## src/pkg/output_select_defs.svh

```systemverilog
// Constants of the digital output message selector
`ifndef OUTPUT_SELECT_DEFS_SVH
`define OUTPUT_SELECT_DEFS_SVH

`define SEL_W 5
`define FREQ_W 16
`define CNT_W 16
`define ANA_W 12

`define RELAY_ONE_SELECT_RESET 5'h02
`define RELAY_TWO_SELECT_RESET 5'h03
`define TRANSISTOR_SELECT_RESET 5'h01
`define FREQ_WATCH_ONE_MODE_RESET 2'h0
`define FREQ_WATCH_ONE_LIMIT_RESET 16'h0000

`define CODE_OFF 5'h00
`define CODE_READY 5'h01
`define CODE_RUN_ENABLED 5'h02
`define CODE_FAULT 5'h03
`define CODE_FAULT_INV 5'h04
`define CODE_ALARM 5'h05
`define CODE_REVERSE 5'h06
`define CODE_AT_REFERENCE 5'h07
`define CODE_MOTOR_CTRL 5'h08
`define CODE_ZERO_FREQ 5'h09
`define CODE_FREQ_WATCH_ONE 5'h0a
`define CODE_FREQ_WATCH_TWO 5'h0b
`define CODE_PID_DEVIATION 5'h0c
`define CODE_OVERTEMP 5'h0d
`define CODE_OVERCURRENT_LIMIT 5'h0e
`define CODE_OVERVOLTAGE_LIMIT 5'h0f
`define CODE_SEQ_RUNNING 5'h10
`define CODE_SEQ_STEP_DONE 5'h11
`define CODE_SEQ_CYCLE_DONE 5'h12
`define CODE_SEQ_PAUSED 5'h13
`define CODE_COUNT_ONE 5'h14
`define CODE_COUNT_TWO 5'h15
`define CODE_RUN_MESSAGE 5'h16
`define CODE_LIVE_ZERO 5'h17
`define CODE_LOGIC_RESULT 5'h18
`define CODE_PID_BAND 5'h19
`define CODE_BRAKE 5'h1a
`define CODE_CURRENT_WATCH 5'h1b
`define CODE_FIELDBUS_BIT 5'h1c

`define FIELDBUS_OUTPUT_BIT 13

// Live-zero floors as raw converter counts (full scale 20 mA / 10 V)
`define LIVE_ZERO_CURRENT_FLOOR 12'h0333
`define LIVE_ZERO_VOLTAGE_FLOOR 12'h0333

`define REG_RELAY_ONE_SELECT 4'h0
`define REG_RELAY_TWO_SELECT 4'h1
`define REG_TRANSISTOR_SELECT 4'h2
`define REG_FREQ_WATCH_ONE_MODE 4'h3
`define REG_FREQ_WATCH_ONE_LIMIT 4'h4
`define REG_OUTPUT_STATE 4'h5
`define REG_EVENT_STATUS 4'h6
`define REG_EVENT_CLEAR 4'h7
`define REG_EVENT_ENABLE 4'h8

`endif

```

## src/pkg/output_select_pkg.sv

```systemverilog
// Types of the digital output message selector
package output_select_pkg;

    typedef enum logic [1:0] {
        watch_disabled,
        watch_below_limit,
        watch_above_limit,
        watch_reserved
    } watch_mode_type;

    typedef struct packed {
        logic ready;
        logic run_enabled;
        logic fault;
        logic alarm;
        logic reverse;
        logic at_reference;
        logic motor_ctrl;
        logic freq_watch_two;
        logic pid_deviation;
        logic overtemp;
        logic overcurrent_limit;
        logic overvoltage_limit;
        logic seq_running;
        logic seq_step_done;
        logic seq_cycle_done;
        logic seq_paused;
        logic run_message;
        logic logic_operation_result;
        logic brake_active;
        logic current_watch;
    } drive_status_type;

    typedef struct packed {
        logic [11:0] analog_input_one;
        logic [11:0] analog_input_two;
        logic input_one_current_mode;
        logic input_two_current_mode;
        logic input_one_live_zero_enable;
        logic input_two_live_zero_enable;
    } analog_status_type;

    typedef struct packed {
        logic [15:0] pid_actual;
        logic [15:0] pid_band_low;
        logic [15:0] pid_band_high;
    } pid_status_type;

endpackage : output_select_pkg

```

## src/logic/freq_watch.sv

```systemverilog
// Frequency range monitor for channel one
`include "output_select_defs.svh"

module freq_watch #(
    parameter int FREQ_W = `FREQ_W
) (
    input wire logic clock,
    input wire logic resetn,
    input wire output_select_pkg::watch_mode_type mode,
    input wire logic [FREQ_W-1:0] limit,
    input wire logic [FREQ_W-1:0] output_frequency,
    output logic in_range
);
    import output_select_pkg::*;

    logic in_range_q;
    logic in_range_d;

    // ==========================================================
    // Compare against the limit every cycle
    always_comb begin
        unique case (mode)
            watch_disabled: in_range_d = 1'b0;
            watch_below_limit:
                in_range_d = output_frequency <= limit;
            watch_above_limit:
                in_range_d = output_frequency >= limit;
            default: in_range_d = 1'b0;
        endcase
    end

    always_ff @(posedge clock or negedge resetn) begin
        if (!resetn) begin
            in_range_q <= 1'b0;
        end else begin
            in_range_q <= in_range_d;
        end
    end

    assign in_range = in_range_q;

endmodule : freq_watch

```

## src/logic/output_message_selector.sv

```systemverilog
// Message selector for two relay outputs and one transistor output
//
// Contract
// - Codes 13-17: overtemp, current/voltage limit, sequence run, step done.
// - Codes 18, 19, 22: sequence cycle done, sequence paused, run message.
// - Codes 20, 21: count at or over threshold one or two, until cleared.
// - Code 23: an enabled analog input below its 4 mA or 2 V live-zero floor.
// - Code 24: the logic operation result is one.
// - Code 25: PID actual value inside the band of the two limits.
// - Code 26: external brake, switched at the brake threshold.
// - Code 27: current monitoring, switched at its threshold.
// - Code 28: bit 13 of the fieldbus control word.
// - Relay two and transistor use the same codes, defaulting to 3 and 1.
// - Watch one mode: 0 off, 1 up to limit, 2 limit and up; default 0.
// - Code 10: the frequency watch one result.
// - Watch one limit spans 0.00 to the maximum frequency, default 0.00.
// - Relay one defaults to 2; code 0 off, codes 1 to 3 ready, run, fault.
// - One message may feed several outputs, regardless of control mode.
`include "output_select_defs.svh"

module output_message_selector #(
    parameter int SEL_W = `SEL_W,
    parameter int FREQ_W = `FREQ_W,
    parameter int CNT_W = `CNT_W
) (
    input wire logic clock,
    input wire logic resetn,
    input wire logic [3:0] reg_addr,
    input wire logic [31:0] reg_wdata,
    input wire logic reg_write,
    input wire logic reg_read,
    output logic [31:0] reg_rdata,
    input wire output_select_pkg::drive_status_type drive_status,
    input wire output_select_pkg::analog_status_type analog_status,
    input wire output_select_pkg::pid_status_type pid_status,
    input wire logic [FREQ_W-1:0] output_frequency,
    input wire logic [FREQ_W-1:0] max_output_frequency,
    input wire logic [CNT_W-1:0] event_count,
    input wire logic [CNT_W-1:0] counter_threshold_one,
    input wire logic [CNT_W-1:0] counter_threshold_two,
    input wire logic counter_clear_input,
    input wire logic [15:0] fieldbus_control_word,
    output logic relay_one_output,
    output logic relay_two_output,
    output logic transistor_output,
    output logic irq
);
    import output_select_pkg::*;

    // ==========================================================
    // Configuration registers
    logic [SEL_W-1:0] relay_one_select_q, relay_one_select_d;
    logic [SEL_W-1:0] relay_two_select_q, relay_two_select_d;
    logic [SEL_W-1:0] transistor_select_q, transistor_select_d;
    watch_mode_type freq_watch_one_mode_q, freq_watch_one_mode_d;
    logic [FREQ_W-1:0] freq_watch_one_limit_q, freq_watch_one_limit_d;
    logic [2:0] event_status_q, event_status_d;
    logic [2:0] event_enable_q, event_enable_d;
    logic [31:0] reg_rdata_q, reg_rdata_d;
    logic [2:0] outputs_q, outputs_d;
    logic count_one_q, count_one_d;
    logic count_two_q, count_two_d;
    logic freq_watch_one;
    logic live_zero_fault;
    logic pid_in_band;
    logic [2:0] rise;

    // Limit clamped to the maximum frequency
    function automatic logic [FREQ_W-1:0] clamp_limit(
        input logic [FREQ_W-1:0] value,
        input logic [FREQ_W-1:0] top
    );
        clamp_limit = (value > top) ? top : value;
    endfunction : clamp_limit

    // Enabled input below its live-zero floor
    function automatic logic below_floor(
        input logic [11:0] value,
        input logic current_mode,
        input logic enable
    );
        logic [11:0] floor;
        floor = current_mode ? `LIVE_ZERO_CURRENT_FLOOR
                             : `LIVE_ZERO_VOLTAGE_FLOOR;
        below_floor = enable && (value < floor);
    endfunction : below_floor

    // Message picked by one selection code
    function automatic logic pick_message(
        input logic [SEL_W-1:0] code,
        input drive_status_type st,
        input logic fw_one,
        input logic cnt_one,
        input logic cnt_two,
        input logic live_zero,
        input logic pid_band,
        input logic fb_bit
    );
        case (code)
            `CODE_OFF: pick_message = 1'b0;
            `CODE_READY: pick_message = st.ready;
            `CODE_RUN_ENABLED: pick_message = st.run_enabled;
            `CODE_FAULT: pick_message = st.fault;
            `CODE_FAULT_INV: pick_message = !st.fault;
            `CODE_ALARM: pick_message = st.alarm;
            `CODE_REVERSE: pick_message = st.reverse;
            `CODE_AT_REFERENCE: pick_message = st.at_reference;
            `CODE_MOTOR_CTRL: pick_message = st.motor_ctrl;
            `CODE_ZERO_FREQ: pick_message = 1'b0;
            `CODE_FREQ_WATCH_ONE: pick_message = fw_one;
            `CODE_FREQ_WATCH_TWO: pick_message = st.freq_watch_two;
            `CODE_PID_DEVIATION: pick_message = st.pid_deviation;
            `CODE_OVERTEMP: pick_message = st.overtemp;
            `CODE_OVERCURRENT_LIMIT:
                pick_message = st.overcurrent_limit;
            `CODE_OVERVOLTAGE_LIMIT:
                pick_message = st.overvoltage_limit;
            `CODE_SEQ_RUNNING: pick_message = st.seq_running;
            `CODE_SEQ_STEP_DONE: pick_message = st.seq_step_done;
            `CODE_SEQ_CYCLE_DONE:
                pick_message = st.seq_cycle_done;
            `CODE_SEQ_PAUSED: pick_message = st.seq_paused;
            `CODE_COUNT_ONE: pick_message = cnt_one;
            `CODE_COUNT_TWO: pick_message = cnt_two;
            `CODE_RUN_MESSAGE: pick_message = st.run_message;
            `CODE_LIVE_ZERO: pick_message = live_zero;
            `CODE_LOGIC_RESULT:
                pick_message = st.logic_operation_result;
            `CODE_PID_BAND: pick_message = pid_band;
            `CODE_BRAKE: pick_message = st.brake_active;
            `CODE_CURRENT_WATCH: pick_message = st.current_watch;
            `CODE_FIELDBUS_BIT: pick_message = fb_bit;
            default: pick_message = 1'b0;
        endcase
    endfunction : pick_message

    // ==========================================================
    // Frequency watch channel one
    freq_watch #(
        .FREQ_W(FREQ_W)
    ) i_freq_watch (
        .clock(clock),
        .resetn(resetn),
        .mode(freq_watch_one_mode_q),
        .limit(clamp_limit(freq_watch_one_limit_q,
                           max_output_frequency)),
        .output_frequency(output_frequency),
        .in_range(freq_watch_one)
    );

    // ==========================================================
    // Message sources
    always_comb begin
        live_zero_fault =
            below_floor(analog_status.analog_input_one,
                        analog_status.input_one_current_mode,
                        analog_status.input_one_live_zero_enable) ||
            below_floor(analog_status.analog_input_two,
                        analog_status.input_two_current_mode,
                        analog_status.input_two_live_zero_enable);
        pid_in_band = (pid_status.pid_actual >= pid_status.pid_band_low) &&
            (pid_status.pid_actual <= pid_status.pid_band_high);
    end

    // Counter indications latch until cleared
    always_comb begin
        count_one_d = count_one_q || (event_count >= counter_threshold_one);
        count_two_d = count_two_q || (event_count >= counter_threshold_two);
        if (counter_clear_input) begin
            count_one_d = 1'b0;
            count_two_d = 1'b0;
        end
    end

    // ==========================================================
    // Output selection, each output registered every cycle
    always_comb begin
        outputs_d[0] = pick_message(relay_one_select_q, drive_status,
            freq_watch_one, count_one_q, count_two_q, live_zero_fault,
            pid_in_band,
            fieldbus_control_word[`FIELDBUS_OUTPUT_BIT]);
        outputs_d[1] = pick_message(relay_two_select_q, drive_status,
            freq_watch_one, count_one_q, count_two_q, live_zero_fault,
            pid_in_band,
            fieldbus_control_word[`FIELDBUS_OUTPUT_BIT]);
        outputs_d[2] = pick_message(transistor_select_q, drive_status,
            freq_watch_one, count_one_q, count_two_q, live_zero_fault,
            pid_in_band,
            fieldbus_control_word[`FIELDBUS_OUTPUT_BIT]);
    end

    // ==========================================================
    // Register access and output change events
    assign rise = outputs_d & ~outputs_q;

    always_comb begin
        relay_one_select_d = relay_one_select_q;
        relay_two_select_d = relay_two_select_q;
        transistor_select_d = transistor_select_q;
        freq_watch_one_mode_d = freq_watch_one_mode_q;
        freq_watch_one_limit_d = freq_watch_one_limit_q;
        event_enable_d = event_enable_q;
        event_status_d = event_status_q;
        reg_rdata_d = 32'h0000_0000;
        if (reg_write) begin
            unique case (reg_addr)
                `REG_RELAY_ONE_SELECT:
                    relay_one_select_d = reg_wdata[SEL_W-1:0];
                `REG_RELAY_TWO_SELECT:
                    relay_two_select_d = reg_wdata[SEL_W-1:0];
                `REG_TRANSISTOR_SELECT:
                    transistor_select_d = reg_wdata[SEL_W-1:0];
                `REG_FREQ_WATCH_ONE_MODE:
                    freq_watch_one_mode_d = watch_mode_type'(reg_wdata[1:0]);
                `REG_FREQ_WATCH_ONE_LIMIT:
                    freq_watch_one_limit_d = reg_wdata[FREQ_W-1:0];
                `REG_EVENT_CLEAR:
                    event_status_d = event_status_q & ~reg_wdata[2:0];
                `REG_EVENT_ENABLE:
                    event_enable_d = reg_wdata[2:0];
                default: ;
            endcase
        end
        // Set wins over a clear in the same cycle
        event_status_d = event_status_d | rise;
        if (reg_read) begin
            unique case (reg_addr)
                `REG_RELAY_ONE_SELECT:
                    reg_rdata_d = 32'(relay_one_select_q);
                `REG_RELAY_TWO_SELECT:
                    reg_rdata_d = 32'(relay_two_select_q);
                `REG_TRANSISTOR_SELECT:
                    reg_rdata_d = 32'(transistor_select_q);
                `REG_FREQ_WATCH_ONE_MODE:
                    reg_rdata_d = 32'(freq_watch_one_mode_q);
                `REG_FREQ_WATCH_ONE_LIMIT:
                    reg_rdata_d = 32'(freq_watch_one_limit_q);
                `REG_OUTPUT_STATE: reg_rdata_d = 32'(outputs_q);
                `REG_EVENT_STATUS: reg_rdata_d = 32'(event_status_q);
                `REG_EVENT_ENABLE: reg_rdata_d = 32'(event_enable_q);
                default: ;
            endcase
        end
    end

    always_ff @(posedge clock or negedge resetn) begin
        if (!resetn) begin
            relay_one_select_q <= `RELAY_ONE_SELECT_RESET;
            relay_two_select_q <= `RELAY_TWO_SELECT_RESET;
            transistor_select_q <= `TRANSISTOR_SELECT_RESET;
            freq_watch_one_mode_q <= watch_disabled;
            freq_watch_one_limit_q <= `FREQ_WATCH_ONE_LIMIT_RESET;
            event_status_q <= 3'h0;
            event_enable_q <= 3'h0;
            reg_rdata_q <= 32'h0000_0000;
            outputs_q <= 3'h0;
            count_one_q <= 1'b0;
            count_two_q <= 1'b0;
        end else begin
            relay_one_select_q <= relay_one_select_d;
            relay_two_select_q <= relay_two_select_d;
            transistor_select_q <= transistor_select_d;
            freq_watch_one_mode_q <= freq_watch_one_mode_d;
            freq_watch_one_limit_q <= freq_watch_one_limit_d;
            event_status_q <= event_status_d;
            event_enable_q <= event_enable_d;
            reg_rdata_q <= reg_rdata_d;
            outputs_q <= outputs_d;
            count_one_q <= count_one_d;
            count_two_q <= count_two_d;
        end
    end

    assign reg_rdata = reg_rdata_q;
    assign relay_one_output = outputs_q[0];
    assign relay_two_output = outputs_q[1];
    assign transistor_output = outputs_q[2];
    assign irq = |(event_status_q & event_enable_q);

endmodule : output_message_selector

```

## config.mk

```make
export PLATFORM = sky130hd
export DESIGN_NAME = output_message_selector
export DESIGN_NICKNAME = d
export VERILOG_FILES = /design/src/pkg/output_select_pkg.sv /design/src/logic/freq_watch.sv /design/src/logic/output_message_selector.sv
export VERILOG_INCLUDE_DIRS = /design/src /design/src/pkg
export SDC_FILE = /design/constraint.sdc
export NUM_CORES = 1
export LEC_CHECK = 0
export ABC_AREA = 1
export BUFFER_PORTS_ARGS = -buffer_cell sky130_fd_sc_hd__buf_2
export CAP_MARGIN = 20
export CELL_PAD_IN_SITES_DETAIL_PLACEMENT = 0
export CELL_PAD_IN_SITES_GLOBAL_PLACEMENT = 1
export CORE_MARGIN = 3
export CORE_UTILIZATION = 36
export CTS_CLUSTER_DIAMETER = 80
export DETAILED_ROUTE_END_ITERATION = 10
export PLACE_DENSITY = 0.87
export SLEW_MARGIN = 30
export SYNTH_ARGS = -nofsm -noshare
export SYNTH_HDL_FRONTEND = slang
export SYNTH_SLANG_ARGS = --single-unit
```

## constraint.sdc

```tcl
create_clock -name clock -period 5.45 [get_ports clock]
set_clock_uncertainty 0.1 [all_clocks]
set_input_delay 1.3625 -clock clock [delete_from_list [all_inputs] [get_ports clock]]
set_output_delay 1.3625 -clock clock [all_outputs]
set_load 0.02 [all_outputs]
```

==> impl_metrics.csv, run 1 <==
group,metric,value,unit
setup_path,reg2reg_slack,2.21,ns
cells_and_area,syn_to_final_growth,24.7,%
setup_path,cpLargestDelayFamily,"simple AND/OR/NAND/NOR gates",
global_route,grt_util_all_layers,19.4,%
placement,gp_congestion,0.930,
timing,slew_viol_final,0,
timing,setup_ws,1.41,ns
timing,worstMarginPinSlew,0.636,ns
cells_and_area,stdcell_count,1402,
setup_path,crit_path_start,"max_output_frequency[15]",
yosys,ys_seq_area_share,24.1,%
timing,setup_viol,0,
power_and_ir_drop,p_leak,4.66,nW
setup_path,slowest_delay,0.31,ns
yosys,async_reset_ff_share,100,%
power_and_ir_drop,power.total,1.99,mW
timing,fmax,247,MHz
placement,io_buffers,219,
setup_path,cp-end-kind,"flip-flop",
detailed_routing,drc,0,
detailed_routing,wl_per_cell,13.7,um
clock_network,cts_htree_levels,3,
run_status,status,"finished, final reports clean",
clock_network,postCtsHoldBufs,0,
setup_path,required,5.59,ns
setup_path,worstPathMaxFanout,20,
yosys,yosys_warnings,0,
setup_path,r2r_start,"freq_watch_one_limit_q[15]$_DFFE_PN0P_",
floorplanning,io_pins,269,
worst_hold_path,hold_path_class,"reg2reg",
timing,setup_tns,0,ns
global_route,grt_pass1_wl,31.0,mm
floorplanning,core-area,16900,um^2
yosys,synth_ff_type,"dfrtp_1",
worst_hold_path,worstHoldStart,"freq_watch_one_limit_q[1]$_DFFE_PN0P_",
floorplanning,fp.dieW,139,um
setup_path,critPathBufInv,4,
clock_network,cts.sink_count,61,
cells_and_area,nets,1508,
clock_network,post_cts_buffers,0,
setup_path,arrival,4.19,ns
clock_network,cts_made_buffers,9,
global_route,antenna_found_initial,1,
setup_path,crit_slowest_cell,"nand2_1",
setup_path,crit_top_cell,"nand2_1",
timing,fin_crit_sh,74.2,%
power_and_ir_drop,ir_drop,131,uV
placement,dp_hpwl,16.2,mm
yosys,synth_edf_count,0,
global_route,grt_max_degree,37,
yosys,synth_area_leaders,"dfrtp_1, ha_1, nand2_1",
clock_network,clk_latency,0.32,ns
yosys,syn_avg_cell_area,6.60,um^2
yosys,syn_inst,961,
detailed_routing,vias,6746,
yosys,synth_top_cell_by_area,"dfrtp_1",
detailed_routing,drt_iter0_drc,384,
floorplanning,row_count,47,
timing,hold_violations,0,
global_route,grt_pass1_vias,6447,
detailed_routing,drt_pass1_iterations,5,
job,cap_violations,0,
timing,slew_headroom,57.6,%
setup_path,cp-start-kind,"input port",
setup_path,crit_path_cell_trace,"buf_2 -> inv_1 -> ha_1 -> nand2_1 -> inv_1 -> nand3_1 -> nor3_2 -> nand4_1 -> nand2_1 -> buf_4 -> o21ai_0 -> ha_1 -> a21oi_1 -> o21ai_0 -> nand2_1 -> nand3_1 -> nand2_1 -> nand3_1 -> nand2_1 -> a21oi_1",
clock_network,cts-resized-gates,0,
cells_and_area,drive_gt1_share,23.0,%
detailed_routing,ant_nets,0,
global_route,gr-total-overflow,0,
floorplanning,die_y,139,um
setup_path,worstSetupPathType,"in2reg",
clock_network,cts_tree,"done",
detailed_routing,wl,19.2,mm
yosys,synth_top_area_share,22.5,%
placement,post-place-ws,1.11,ns
floorplanning,die_area,19300,um^2
clock_network,cts-root-buf,"clkbuf_16",
cells_and_area,antenna_cells,0,
yosys,synth.cell_area,6340,um^2
clock_network,path_clk_slew,0.05,ns
placement,dp.cells,1386,
yosys,synth-seq-cells,61,
detailed_routing,via_per_inst,4.81,
timing,period_minus_slack,4.04,ns
timing,rsz0062_at_grt,"false",
power_and_ir_drop,power_density,252,nW/um^2
clock_network,cts.path.max_buffers,2,
floorplanning,start_util,37.5,%
yosys,yosys.cell_types.count,35,
[synth_stat cells (2+ instances only)]
| master | count |
|---|---|
| inv_1 | 165 |
| nor2_1 | 87 |
| nand3_1 | 80 |
| a31oi_1 | 2 |
| dfstp_2 | 4 |
| buf_2 | 6 |
| nor4_1 | 3 |
| o21ai_1 | 6 |
| nand3b_1 | 3 |
| o22ai_1 | 9 |
| nand4_1 | 22 |
| inv_2 | 12 |
| a221oi_1 | 3 |
| nor2_2 | 11 |
| o211ai_1 | 3 |
| nor3b_1 | 2 |
| o21ai_0 | 50 |
| dfrtp_1 | 57 |
| and3_1 | 3 |
| a21oi_1 | 58 |
| nand2_2 | 7 |
| clkbuf_1 | 7 |
| o31ai_1 | 3 |
| ha_1 | 98 |
| nand2_1 | 212 |
| nor3_1 | 21 |
| buf_4 | 19 |
[flip-flops by register name, summed over array words and instances (netlist names), 2 cells and up]
| name | count |
|---|---|
| freq_watch_one_mode_q | 2 |
| transistor_select_q | 5 |
| outputs_q | 3 |
| freq_watch_one_limit_q | 16 |
| event_enable_q | 3 |
| relay_two_select_q | 5 |
| reg_rdata | 16 |
| relay_one_select_q | 5 |
| event_status_q | 3 |
[worst reg2reg max path: cells and delay by family (launching register included)]
kind	cells	cell delay (ns)
buf+inv	2	0.37
fa+ha+maj	2	0.59
flops	1	0.37
simple gates	10	1.20
compound gates	4	0.51
[power by group]
| part | total, mW | internal [mW] | switching [mW] |
|---|---|---|---|
| clock network | 0.592 | 0.391 | 0.201 |
| logic | 0.769 | 0.283 | 0.486 |
| registers | 0.632 | 0.535 | 0.0969 |
[through the flow]
stage	utilization, %	area, um^2	hold slack (ns)
CTS	46.7	7910	0.423
global route	46.7	7910	0.458
detailed placement	44.9	7600	0.410
global placement	44.9	7600	0.394
finish	46.7	7910	0.426
floorplan	-	6400	0.374
[cells by family (layout without fill, tap and decap cells)]
group                    count (synthesis)  in the layout  synth area share, %
AO/OA/AOI/OAI                          139            139                 11.9
adder cells (fa/ha/maj)                 98             98                 19.3
buffers and inverters                  210            416                 13.7
flip-flops                              61             61                 24.1
other                                    1             16               0.0591
AND/OR/NAND/NOR                        452            452                 30.9
[area by class of cell]
cell class | instances | area, um^2
fillers | 1789 | 9030
multi-input cells | 705 | 4000
flip-flops and latches | 61 | 1530
repair buffers | 222 | 1120
inverters | 178 | 668
well taps | 220 | 275
clock buffers | 13 | 270
clock inverters | 3 | 42.5
[layer usage]
| metal | wire (um) | global-route usage, % |
|---|---|---|
| met1 | 8320 | 25.0 |
| met2 | 9140 | 33.5 |
| met3 | 1430 | 3.62 |
| met4 | 293 | 4.99 |
| met5 | 7 | 0 |
[cell usage in the layout (no fill, tap or decap), drive strengths merged, types with 13 or more instances in the layout]
cell type,count
a21oi,58
buf,222
clkbuf,13
conb,16
dfrtp,57
ha,98
inv,177
nand2,219
nand3,80
nand4,22
nor2,98
nor3,22
o21ai,56
[final timing paths]
path | endpoint | cells past startpoint
setup / recovery | i_freq_watch.in_range$_DFF_PN0_ | 20
hold / removal | freq_watch_one_limit_q[1]$_DFFE_PN0P_ | 2
setup reg to reg | i_freq_watch.in_range$_DFF_PN0_ | 18
hold reg to reg | freq_watch_one_limit_q[1]$_DFFE_PN0P_ | 2
max in group asynchronous | relay_one_select_q[1]$_DFFE_PN1P_ | 2
min in group asynchronous | reg_rdata[9]$_DFF_PN0_ | 1
Power figures use the tool's default switching activity.
==> run 2: changes to the inputs <==
CORE_UTILIZATION = 30   (was 36)
PLACE_DENSITY = 0.77   (was 0.87)
clock period = 3.6 ns   (was 5.45 ns; I/O delays follow)
==> impl_metrics.csv, run 2 (synthesis gave the netlist of run 1 again) <==
group,metric,value,unit
setup_path,worstSetupPathType,"in2reg",
global_route,grt_util_all_layers,16.5,%
detailed_routing,wl_per_cell,13.1,um
run_status,status,"finished, final reports clean",
job,cap_violations,0,
clock_network,cts-root-buf,"clkbuf_16",
detailed_routing,via_per_inst,4.59,
timing,setup_viol,0,
cells_and_area,drive_gt1_share,24.1,%
placement,placed_area,7720,um^2
clock_network,cts.path.max_buffers,2,
global_route,antenna_found_initial,0,
timing,setup_tns,0,ns
floorplanning,start_util,31.0,%
timing,period_minus_slack,3.26,ns
timing,fin_crit_sh,90.7,%
cells_and_area,syn_to_final_growth,26.6,%
placement,post-place-ws,-0.103,ns
power_and_ir_drop,power.total,2.95,mW
placement,dp_hpwl,16.5,mm
floorplanning,row_count,52,
timing,setup_ws,0.336,ns
clock_network,postCtsHoldBufs,0,
detailed_routing,drt_pass1_iterations,5,
cells_and_area,final_cell_mix,"buf_2, nand2_1, inv_1",
global_route,gr-total-overflow,0,
setup_path,crit_slowest_cell,"ha_1",
detailed_routing,drc,0,
setup_path,worstPathMaxFanout,18,
power_and_ir_drop,p_leak,4.68,nW
global_route,grt_pass1_vias,6439,
timing,fmax,306,MHz
setup_path,crit_path_cell_trace,"buf_2 -> inv_1 -> ha_1 -> nand2_1 -> inv_1 -> nand3_1 -> nor3_2 -> nand2_1 -> nand2_1 -> nand2_2 -> buf_12 -> nand2_1 -> o21ai_0 -> ha_1 -> nand2_1 -> inv_1 -> nand3_1 -> nor3_2 -> nand3_1 -> nand3_1 -> nand2_1 -> a21oi_1",
floorplanning,core-area,20500,um^2
timing,rsz0062_at_grt,"false",
detailed_routing,ant_nets,0,
setup_path,crit_top_cell,"nand2_1",
cells_and_area,final_core_util,39.2,%
placement,io_buffers,219,
cells_and_area,layout_commonest_cell,"buf_2",
clock_network,clk_latency,0.33,ns
worst_hold_path,hold_path_class,"reg2reg",
cells_and_area,fin_area,8030,um^2
floorplanning,die_area,22900,um^2
clock_network,cts.sink_count,61,
setup_path,cpLargestDelayFamily,"simple AND/OR/NAND/NOR gates",
setup_path,cp-start-kind,"input port",
setup_path,cp-end-kind,"flip-flop",
floorplanning,die_y,151,um
floorplanning,io_pins,269,
clock_network,path_clk_slew,0.06,ns
setup_path,required,3.75,ns
power_and_ir_drop,ir_drop,282,uV
timing,slew_viol_final,0,
clock_network,cts_made_buffers,9,
clock_network,cts_tree,"done",
detailed_routing,drt_iter0_drc,416,
placement,gp_congestion,0.944,
power_and_ir_drop,power_density,367,nW/um^2
setup_path,slowest_delay,0.30,ns
clock_network,cts_htree_levels,3,
global_route,grt_max_degree,33,
cells_and_area,antenna_cells,0,
timing,worstMarginPinSlew,0.601,ns
timing,slew_headroom,59.9,%
detailed_routing,vias,6693,
detailed_routing,wl,19.1,mm
setup_path,arrival,3.41,ns
setup_path,critPathBufInv,5,
floorplanning,fp.dieW,151,um
cells_and_area,nets,1515,
timing,hold_violations,0,
global_route,grt_pass1_wl,30.4,mm
[run 2: where the power goes]
part | switching (mW) | total (mW) | internal (mW)
clock | 0.314 | 0.781 | 0.467
combinational | 0.749 | 1.21 | 0.461
sequential | 0.146 | 0.956 | 0.810
total | 1.21 | 2.95 | 1.74
[run 2: routing by layer]
metal,track usage [%],routed length (um)
met1,21.5,8480
met2,27.5,8740
met3,3.11,1300
met4,5.08,571
met5,0,0
[run 2: worst reg2reg max path, delay by kind of cell, from the launching register on]
family / cells / cell delay [ns]
AND/OR/NAND/NOR: 13 / 1.15
AO/OA/AOI/OAI: 3 / 0.41
adder cells (fa/ha/maj): 2 / 0.60
buffers and inverters: 2 / 0.20
flip-flops: 1 / 0.41
[run 2: per-stage QoR]
| step | instances | hold WS [ns] |
|---|---|---|
| finish | 1459 | 0.414 |
| global placement | 1443 | 0.403 |
| CTS | 1459 | 0.414 |
| detailed placement | 1443 | 0.402 |
| floorplan | 976 | 0.374 |
| global route | 1459 | 0.459 |
[run 2: what timing repair did]
item | CTS | global route
setup endpoints to repair | 0 | 1
setup buffers | 0 | 0
resized for setup | 0 | 9
[run 2: area by class of cell]
type | count | area, um^2
repair buffers | 229 | 1190
clock inverters | 7 | 48.8
inverters | 178 | 668
fillers | 2263 | 12500
well taps | 270 | 338
multi-input cells | 705 | 4030
flip-flops and latches | 61 | 1530
clock buffers | 9 | 225
[run 2: worst paths after layout]
| path | endpoint | cells past startpoint | slack [ns] | start |
|---|---|---|---|---|
| setup / recovery | i_freq_watch.in_range$_DFF_PN0_ | 22 | 0.34 | max_output_frequency[15] |
| hold / removal | event_enable_q[2]$_DFFE_PN0P_ | 2 | 0.41 | event_enable_q[2]$_DFFE_PN0P_ |
| setup reg to reg | i_freq_watch.in_range$_DFF_PN0_ | 20 | 0.64 | freq_watch_one_limit_q[2]$_DFFE_PN0P_ |
| hold reg to reg | event_enable_q[2]$_DFFE_PN0P_ | 2 | 0.41 | event_enable_q[2]$_DFFE_PN0P_ |
| max in group asynchronous | transistor_select_q[0]$_DFFE_PN1P_ | 2 | 2.16 | resetn |
| min in group asynchronous | freq_watch_one_limit_q[15]$_DFFE_PN0P_ | 1 | 0.47 | resetn |
==> run 3: changes to the inputs <==
CORE_UTILIZATION = 36   (was 30)
HOLD_SLACK_MARGIN = 0.1   (was unset)
PLACE_DENSITY = 0.87   (was 0.77)
clock period = 3.8 ns   (was 3.6 ns; I/O delays follow)
==> impl_metrics.csv, run 3 (synthesis gave the netlist of run 1 again) <==
group,metric,value,unit
run_status,status,"finished, final reports clean",
timing,fin_crit_sh,91.4,%
detailed_routing,ant_nets,0,
placement,post-place-ws,0.0318,ns
detailed_routing,drc,0,
detailed_routing,vias,6742,
floorplanning,start_util,37.5,%
setup_path,cpLargestDelayFamily,"compound AO/OA/AOI/OAI gates",
detailed_routing,wl_per_cell,13.6,um
placement,dp.cells,1387,
floorplanning,fp.dieW,139,um
clock_network,cts-resized-gates,0,
floorplanning,die_area,19300,um^2
job,cap_violations,0,
cells_and_area,drive_gt1_share,23.0,%
clock_network,postCtsHoldBufs,0,
global_route,grt_pass1_wl,30.6,mm
timing,hold_violations,0,
clock_network,clk_latency,0.32,ns
floorplanning,core-area,16900,um^2
clock_network,path_clk_slew,0.05,ns
detailed_routing,drt_pass1_iterations,5,
clock_network,cts_htree_levels,3,
placement,io_buffers,219,
timing,rsz0062_at_grt,"false",
setup_path,critPathBufInv,4,
power_and_ir_drop,power_density,363,nW/um^2
clock_network,cts-root-buf,"clkbuf_16",
detailed_routing,via_per_inst,4.81,
placement,dp_hpwl,16.1,mm
timing,fmax,288,MHz
setup_path,crit_slowest_cell,"ha_1",
timing,setup_ws,0.325,ns
timing,setup_tns,0,ns
setup_path,required,3.93,ns
detailed_routing,wl,19.0,mm
timing,slew_viol_final,0,
setup_path,arrival,3.61,ns
worst_hold_path,hold_path_class,"reg2reg",
cells_and_area,layout_commonest_cell,"buf_2",
cells_and_area,antenna_cells,0,
timing,slew_headroom,46.2,%
floorplanning,io_pins,269,
clock_network,cts.path.max_buffers,2,
floorplanning,die_y,139,um
power_and_ir_drop,ir_drop,249,uV
setup_path,crit_top_cell,"nand2_1",
setup_path,worstSetupPathType,"in2reg",
setup_path,slowest_delay,0.30,ns
global_route,grt_pass1_vias,6453,
power_and_ir_drop,p_leak,4.66,nW
cells_and_area,final_core_util,46.7,%
cells_and_area,final_cell_mix,"buf_2, nand2_1, inv_1",
setup_path,crit_path_cell_trace,"buf_2 -> inv_1 -> ha_1 -> nand2_1 -> inv_1 -> o21ai_0 -> nand2_1 -> a21oi_1 -> nand2_1 -> nand2_1 -> buf_4 -> nand2_1 -> o21ai_1 -> ha_1 -> a21oi_1 -> o21ai_0 -> a21oi_1 -> nand2_1 -> nand2_1 -> nand2_1 -> a21oi_1",
global_route,grt_max_degree,62,
clock_network,post_cts_buffers,0,
detailed_routing,drt_iter0_drc,379,
clock_network,cts_made_buffers,9,
setup_path,cp-start-kind,"input port",
clock_network,cts_tree,"done",
floorplanning,row_count,47,
setup_path,cp-end-kind,"flip-flop",
timing,period_minus_slack,3.47,ns
cells_and_area,stdcell_count,1403,
global_route,antenna_found_initial,2,
global_route,gr-total-overflow,0,
timing,worstMarginPinSlew,0.807,ns
global_route,grt_util_all_layers,19.1,%
placement,gp_congestion,0.942,
timing,holdWs,0.408,ns
cells_and_area,nets,1509,
cells_and_area,syn_to_final_growth,24.7,%
timing,setup_viol,0,
setup_path,worstPathMaxFanout,23,
clock_network,cts.sink_count,61,
==> run 3: worst paths after layout <==
path | startpoint | endpoint | slack (ns) | cells after the start
worst max-delay path | max_output_frequency[13] | i_freq_watch.in_range$_DFF_PN0_ | 0.33 | 21
worst min-delay path | freq_watch_one_limit_q[0]$_DFFE_PN0P_ | freq_watch_one_limit_q[0]$_DFFE_PN0P_ | 0.41 | 2
worst max register to register | freq_watch_one_limit_q[5]$_DFFE_PN0P_ | i_freq_watch.in_range$_DFF_PN0_ | 0.73 | 19
worst min register to register | freq_watch_one_limit_q[0]$_DFFE_PN0P_ | freq_watch_one_limit_q[0]$_DFFE_PN0P_ | 0.41 | 2
max in group asynchronous | resetn | outputs_q[1]$_DFF_PN0_ | 2.36 | 2
min in group asynchronous | resetn | reg_rdata[9]$_DFF_PN0_ | 0.68 | 2
==> run 3: per-stage QoR <==
| stage | instance area (um^2) | power (mW) |
|---|---|---|
| 3_3_place_gp | 7600 | 2.01 |
| 3_5_place_dp | 7600 | 2.02 |
| 6_report | 7910 | 2.87 |
| 4_1_cts | 7910 | 2.89 |
| 2_1_floorplan | 6400 | 1.64 |
| 5_1_grt | 7910 | 3.10 |
==> run 3: worst min-delay path, stage by stage (launching register included) <==
cell and delay (ns):
dfrtp_1 0.36, nand2_1 0.05, o21ai_0 0.06
==> run 3: cell type report <==
| type | count | area (um^2) |
|---|---|---|
| fillers | 1796 | 9020 |
| clock inverters | 5 | 75.1 |
| inverters | 178 | 668 |
| flip-flops and latches | 61 | 1530 |
| well taps | 220 | 275 |
| clock buffers | 11 | 233 |
| multi-input cells | 705 | 4000 |
| repair buffers | 223 | 1130 |
==> run 3: power by group <==
part / internal, mW / switching, mW / total [mW]
sequential: 0.768 / 0.134 / 0.901
combinational: 0.412 / 0.703 / 1.11
clock: 0.571 / 0.285 / 0.856
==> run 3: routing by layer <==
| metal | wire (um) | GRT usage [%] | vias up |
|---|---|---|---|
| li1 | - | - | 3543 |
| met1 | 8200 | 24.1 | 2950 |
| met2 | 9150 | 33.6 | 222 |
| met3 | 1420 | 4.14 | 23 |
| met4 | 263 | 4.07 | 4 |
| met5 | 14 | 0 | - |
